$ cat src/shared/pieb_pkg.sv
// constants, types and register map of the peripheral interrupt enable bank
// Operation
// - scan event sets bit 7, sticky
// - checksum event sets bit 6, sticky
// - nonvolatile event sets bit 5, sticky
// - waveform event sets bit 0, sticky
// - flags read zero until an event or a write sets them
// - group0 enables: bits 5, 4, 2..0
// - group0 requests ignore the global enable
// - group1 enables: bits 7, 6, 1, 0
// - group2 enables: bits 7, 6, 1, 0
// - group3 enables: all eight bits
// - group4 enables: bits 5..0
// - group5 enables: bits 7..4, 2..0
// - group6 enables: bits 7..4, 1, 0
// - enable bits read/write, reset to zero
// - flag group7 at 0xECC, read/write
package pieb_pkg;
    localparam int ADDR_W = 12;
    localparam int DATA_W = 8;
    localparam int NGRP   = 8;

    localparam logic [ADDR_W-1:0] ADR_EN0     = 12'h0EBD;
    localparam logic [ADDR_W-1:0] ADR_FLAG7   = 12'h0ECC;
    localparam logic [ADDR_W-1:0] ADR_EVT_STS = 12'h0ED0;
    localparam logic [ADDR_W-1:0] ADR_EVT_MSK = 12'h0ED1;

    // enable registers sit on consecutive addresses from ADR_EN0
    localparam logic [NGRP-1:0][ADDR_W-1:0] EN_ADR = {
        12'h0EC4, 12'h0EC3, 12'h0EC2, 12'h0EC1,
        12'h0EC0, 12'h0EBF, 12'h0EBE, ADR_EN0};

    // implemented bits of each enable register, index 7 first
    localparam logic [NGRP-1:0][DATA_W-1:0] EN_IMPL = {
        8'hE1, 8'hF3, 8'hF7, 8'h3F, 8'hFF, 8'hC3, 8'hC3, 8'h37};

    localparam logic [DATA_W-1:0] FLAG7_IMPL = 8'hE1;
    localparam logic [DATA_W-1:0] RST_BYTE   = 8'h00;

    localparam int BIT_SCAN = 7;
    localparam int BIT_CRC  = 6;
    localparam int BIT_NVM  = 5;
    localparam int BIT_WAVE = 0;

    // event inputs of flag group 7
    localparam int EV_WAVE = 0;
    localparam int EV_NVM  = 1;
    localparam int EV_CRC  = 2;
    localparam int EV_SCAN = 3;
    localparam int NEV     = 4;

    typedef struct packed {
        logic [ADDR_W-1:0] addr;
        logic [DATA_W-1:0] wdata;
        logic              wr;
        logic              rd;
    } pieb_bus_s;

    typedef struct packed {
        logic [NGRP-1:0][DATA_W-1:0] en;
        logic [DATA_W-1:0]           flag7;
        logic [NGRP-1:0]             sts;
        logic [NGRP-1:0]             msk;
        logic [NGRP-1:0]             req_prev;
        logic [DATA_W-1:0]           rdata;
    } pieb_state_s;
endpackage

$ cat src/pieb_bank.sv
// peripheral interrupt enable bank with flag group 7 and event status
`timescale 1ns/1ps
`default_nettype none
module pieb_bank
    import pieb_pkg::*;
(
    input  wire logic                        mclk,
    input  wire logic                        rst_n,
    input  wire pieb_bus_s                   bus,
    output logic [DATA_W-1:0]                rdata,
    input  wire logic [NGRP-2:0][DATA_W-1:0] flag_pend,
    input  wire logic [NEV-1:0]              flag7_evt,
    input  wire logic                        peripheral_global_enable,
    output logic [DATA_W-1:0]                irq_flag_group7,
    output logic [NGRP-1:0]                  group_req,
    output logic                             core_irq_req,
    output logic                             evt_irq
);

    ////////////////////////////////////////////////////////////////////
    // address decode

    // returns {hit, index} for the enable registers
    function automatic logic [3:0] dec_en(input logic [ADDR_W-1:0] a);
        logic [3:0] r;
        r = 4'h0;
        for (int i = 0; i < NGRP; i++) begin
            if (a == EN_ADR[i]) begin
                r = {1'b1, 3'(i)};
            end
        end
        return r;
    endfunction

    pieb_state_s                 s_q;
    pieb_state_s                 s_d;
    logic [3:0]                  wr_dec;
    logic [3:0]                  rd_dec;
    logic [NGRP-1:0][DATA_W-1:0] pend;
    logic [NGRP-1:0]             req;
    logic [DATA_W-1:0]           set7;
    logic                        wr_flag7;
    logic [DATA_W-1:0]           rd_en_val;

    assign wr_dec   = dec_en(bus.addr);
    assign rd_dec   = dec_en(bus.addr);
    assign wr_flag7 = bus.wr && (bus.addr == ADR_FLAG7);

    // enable byte addressed by a read, kept so a check can look back at it
    assign rd_en_val = s_q.en[rd_dec[2:0]];

    ////////////////////////////////////////////////////////////////////
    // request gating

    assign pend[NGRP-2:0] = flag_pend;
    assign pend[NGRP-1]   = s_q.flag7;

    genvar g;
    generate
        for (g = 0; g < NGRP; g++) begin : g_req
            assign req[g] = |(pend[g] & s_q.en[g]);
        end
    endgenerate

    // group 0 bypasses the global enable; the core still gates it
    assign core_irq_req = req[0]
                        | (peripheral_global_enable & (|req[NGRP-1:1]));
    assign group_req       = req;
    assign irq_flag_group7 = s_q.flag7;
    assign rdata           = s_q.rdata;
    assign evt_irq         = |(s_q.sts & s_q.msk);

    // flag bits only ever come from an event or a write
    always_comb begin
        set7           = RST_BYTE;
        set7[BIT_SCAN] = flag7_evt[EV_SCAN];
        set7[BIT_CRC]  = flag7_evt[EV_CRC];
        set7[BIT_NVM]  = flag7_evt[EV_NVM];
        set7[BIT_WAVE] = flag7_evt[EV_WAVE];
    end

    ////////////////////////////////////////////////////////////////////
    // next state

    always_comb begin
        s_d = s_q;
        // enable writes keep unimplemented bits at zero
        if (bus.wr && wr_dec[3]) begin
            s_d.en[wr_dec[2:0]] = bus.wdata & EN_IMPL[wr_dec[2:0]];
        end
        if (wr_flag7) begin
            s_d.flag7 = bus.wdata & FLAG7_IMPL;
        end
        // an event in the clearing cycle is not lost
        s_d.flag7 = s_d.flag7 | set7;

        if (bus.wr && (bus.addr == ADR_EVT_STS)) begin
            s_d.sts = s_q.sts & ~bus.wdata;
        end
        s_d.sts      = s_d.sts | (req & ~s_q.req_prev);
        s_d.req_prev = req;
        if (bus.wr && (bus.addr == ADR_EVT_MSK)) begin
            s_d.msk = bus.wdata;
        end

        // read data stand for one cycle only
        s_d.rdata = RST_BYTE;
        if (bus.rd) begin
            if (rd_dec[3]) begin
                s_d.rdata = s_q.en[rd_dec[2:0]];
            end else if (bus.addr == ADR_FLAG7) begin
                s_d.rdata = s_q.flag7;
            end else if (bus.addr == ADR_EVT_STS) begin
                s_d.rdata = s_q.sts;
            end else if (bus.addr == ADR_EVT_MSK) begin
                s_d.rdata = s_q.msk;
            end
        end
    end

    always_ff @(posedge mclk or negedge rst_n) begin
        if (!rst_n) begin
            s_q <= '0;
        end else begin
            s_q <= s_d;
        end
    end
endmodule // pieb_bank
`default_nettype wire

$ cat config.mk
export PLATFORM = sky130hd
export DESIGN_NAME = pieb_bank
export DESIGN_NICKNAME = d
export VERILOG_FILES = /design/src/shared/pieb_pkg.sv /design/src/pieb_bank.sv
export SDC_FILE = /design/constraint.sdc
export NUM_CORES = 1
export LEC_CHECK = 0
export BUFFER_PORTS_ARGS = -buffer_cell sky130_fd_sc_hd__buf_2
export CAP_MARGIN = 5
export CELL_PAD_IN_SITES_DETAIL_PLACEMENT = 1
export CELL_PAD_IN_SITES_GLOBAL_PLACEMENT = 1
export CORE_MARGIN = 8
export CORE_UTILIZATION = 35
export CTS_CLUSTER_DIAMETER = 150
export CTS_CLUSTER_SIZE = 25
export DETAILED_ROUTE_END_ITERATION = 8
export PLACE_DENSITY_LB_ADDON = 0.12
export SLEW_MARGIN = 10
export SYNTH_ARGS = -nofsm -noshare
export SYNTH_HDL_FRONTEND = slang
export SYNTH_SLANG_ARGS = --single-unit
$ cat constraint.sdc
create_clock -name mclk -period 1.98 [get_ports mclk]
set_input_delay 0.396 -clock mclk [delete_from_list [all_inputs] [get_ports mclk]]
set_output_delay 0.396 -clock mclk [all_outputs]
set_load 0.03 [all_outputs]
==> flow_metrics.tcl <==
set metrics [dict create \
    status "complete, but fails checks" \
    violations "negative setup slack" \
    crit_arrival_ns 2.09 \
    yosys.area.top_type "dfrtp_1" \
    ir_drop_mv 0.405 \
    rows 44 \
    clockBufferDepth 2 \
    worstSetupStartpointType "flop" \
    viasPerCell 5.72 \
    finalHoldViolCount 0 \
    antenna_found_initial 0 \
    fin_util_pct 56.2 \
    fin_skew_ns 0.0103 \
    ff2ff_path_depth 5 \
    drc 0 \
    portBuffers 106 \
    synth_cell_type_count 58 \
    vias 5410 \
    final_cell_area_um2 8100 \
    numCtsBuffers 9 \
    ys_warn_count 0 \
    die_area_um2 18800 \
    synthToLayoutAreaGrowth_pct 57.9 \
    grt_use_total_pct 23.1 \
    postPlaceCellArea_um2 6580 \
    reg2reg_from "s_q[60]" \
    dp_hpwl_um 15700 \
    seq_area_um2 2510 \
    ys_ff_latch 100 \
    crit_required_ns 1.58 \
    first_global_vias 5669 \
    core_um2 14400 \
    synthCells 527 \
    drt_iter0_markers 417 \
    power.switching_mw 1.14 \
    wl_per_cell_um 25.0 \
    nNetsFinal 846 \
    seq_power_share_pct 46.7 \
    critPathLaunch "s_q[60]" \
    synth.most_common_cell "dfrtp_1" \
    ys.flop_type "dfrtp_1" \
    path_class "flop to primary output" \
    min_path_type "input port to async pin" \
    yosysSeqAreaShare_pct 48.8 \
    cp_num_cells 6 \
    synthTopCellsByArea "dfrtp_1 49%, nand2_1 7.2%, o21ai_0 6.2%" \
    rsz0062_at_grt "yes" \
    clockPowerShare_pct 44.4 \
    cts_tree "done" \
    initial_core_util_pct 35.6 \
    multi_input_area_um2 3000 \
    worst-path-max-fanout 2 \
    antenna_cells 0 \
    cts_htree_levels 3 \
    cp_cell_sequence "a22oi_1, nand4_1, nor4_2, nand4_1, a21o_1, buf_6" \
    syn_avg_cell_area_um2 9.73 \
    synth-edff-count 0 \
    clock_latency_ns 0.36 \
    yosysTopAreaCellShare_pct 48.8 \
    syn_area_um2 5130 \
    total_power_mw 4.52 \
    finalWorstSetupSlack_ns -0.503 \
    drt-total-wl_um 23700 \
    die_w_um 137 \
    ys_async_sr_fraction_pct 100 \
    crit_path_max_incr_delay_ns 0.41 \
    critical_path_buf_inv_count 1 \
    ant_nets 0 \
    p_int_mw 3.38 \
    max_clock_freq_mhz 403 \
    clk_pin_slew_ns 0.08 \
    die_h_um 137 \
    clock_sinks 100 \
    setup_viol 63 \
    ios 111 \
    p_leak_nw 3.78 \
    endpoint_kind "primary output" \
    swShare_pct 25.2 \
    slew_headroom_pct 64.6 \
    grt_max_degree 46 \
    synth_top_cells_by_count "100 x dfrtp_1, 99 x nand2_1, 64 x o21ai_0" \
    gp_congestion 0.886 \
    layout_min_cycle_time_ns 2.48 \
    powerDensity_nw_per_um2 558 \
    post-route-period-util_pct 125 \
    crit_top_cell "nand4_1" \
    drive_gt1_share_pct 55.5 \
    clockRootBuffer "clkbuf_16" \
    drv_slew 0 \
    critPathTopFamily "simple AND/OR/NAND/NOR gates" \
    cp_slowest_cell "dfrtp_1" \
    worst_pin_slew_ns 0.526 \
    power_frac_comb_pct 8.8 \
    maxCapViolCount 0 \
    firstDrtPassIters 5 \
    n_fill_cell 1588 \
    grt_overflow_total 0 \
    cts_hold_buf 0 \
    grt_pass1_wl_um 32700 \
]
per-layer routing:
metal	global-route usage, %	wire length, um	up-vias	part of all wire [%]
met1	27.9	9250	2761	39
met3	4.41	1340	63	5.7
li1	-	-	2375	-
met5	0	0	-	0
met2	39.6	12100	211	51
met4	9.41	1050	0	4.4
power by group through the flow:
stage | Combinational (mW) | Sequential, mW | Clock, mW
CTS | 0.368 | 2.11 | 2.03
finish | 0.398 | 2.11 | 2.01
detailed placement | 0.343 | 2.15 | 0
floorplan | 0.123 | 2.13 | 0
global route | 0.429 | 2.11 | 2.12
global placement | 0.330 | 2.15 | 0
worst paths after layout:
path	to	slack, ns
worst max-delay path	core_irq_req	-0.50
worst min-delay path	s_q[70]	0.01
worst max register to register	s_q[26]	0.31
worst min register to register	s_q[30]	0.42
max in group asynchronous	s_q[84]	1.29
min in group mclk	irq_flag_group7[7]	0.23
per-stage QoR:
step           instances  TNS [ns]  setup WS, ns  hold WS (ns)
2_1_floorplan        530    -16.98        -0.394         0.100
3_3_place_gp         884    -31.76        -0.542         0.398
3_5_place_dp         884    -35.36        -0.604         0.402
4_1_cts              922    -0.802        -0.469        0.0174
5_1_grt              946     -5.69        -0.586        0.0341
6_report             946     -4.43        -0.503        0.0141
layout by cell type (no fill, tap or decap), types with 4 or more instances in the layout:
master / count
buf_4: 132
dfrtp_1: 97
buf_2: 95
nand2_1: 92
o21ai_2: 39
buf_6: 27
a22oi_1: 26
o21ai_1: 17
mux2_2: 16
nand4_1: 10
clkbuf_16: 10
a22oi_2: 9
buf_12: 7
o21ai_0: 6
nor2_1: 6
nand3_1: 6
nor3_1: 6
a21o_1: 6
and2_1: 5
a22o_1: 5
nand3b_1: 5
nand3_4: 4
nor4_1: 4
a222oi_1: 4
mux2i_1: 4
o2bb2ai_1: 4
inv_1: 4
ha_4: 4
conb_1: 4
flip-flops by register name, indices dropped and copies added, names as in the netlist:
name             flops
rdata                8
irq_flag_group7      4
s_q                 88
worst register-to-register path: cells and delay by family (launching register included):
kind                   cells  cell delay [ns]
AO/OA/AOI/OAI              2             0.45
buffers and inverters      2             0.40
flip-flops                 1             0.41
AND/OR/NAND/NOR            1             0.29
cell type report:
type	instances	share of cell area, %
Multi-Input combinational cell	371	37.0
Tap cell	184	2.84
Clock buffer	9	2.78
Inverter	9	0.510
Timing Repair inverter	1	0.108
Sequential cell	100	30.9
Timing Repair Buffer	265	24.4
Clock inverter	7	1.34
repair_timing:
| action | CTS | global route |
|---|---|---|
| setup endpoints to repair | 68 | 75 |
| resized for setup | 92 | 120 |
| pin swaps | 35 | 51 |
| buffers inserted | 24 | 24 |
| gates cloned | 0 | 3 |
cell families after synthesis:
| kind of cell | count (synthesis) | synth area share, % |
|---|---|---|
| DFF | 100 | 48.8 |
| other | 1 | 0.0731 |
| AOI/OAI and AO/OA | 163 | 21.4 |
| buffers and inverters | 59 | 6.54 |
| muxes | 21 | 4.51 |
| xor gates and xnor gates | 1 | 0.171 |
| and+or+nand+nor | 178 | 17.5 |
| adders and majority gates | 4 | 0.976 |
Power figures use the tool's default switching activity.
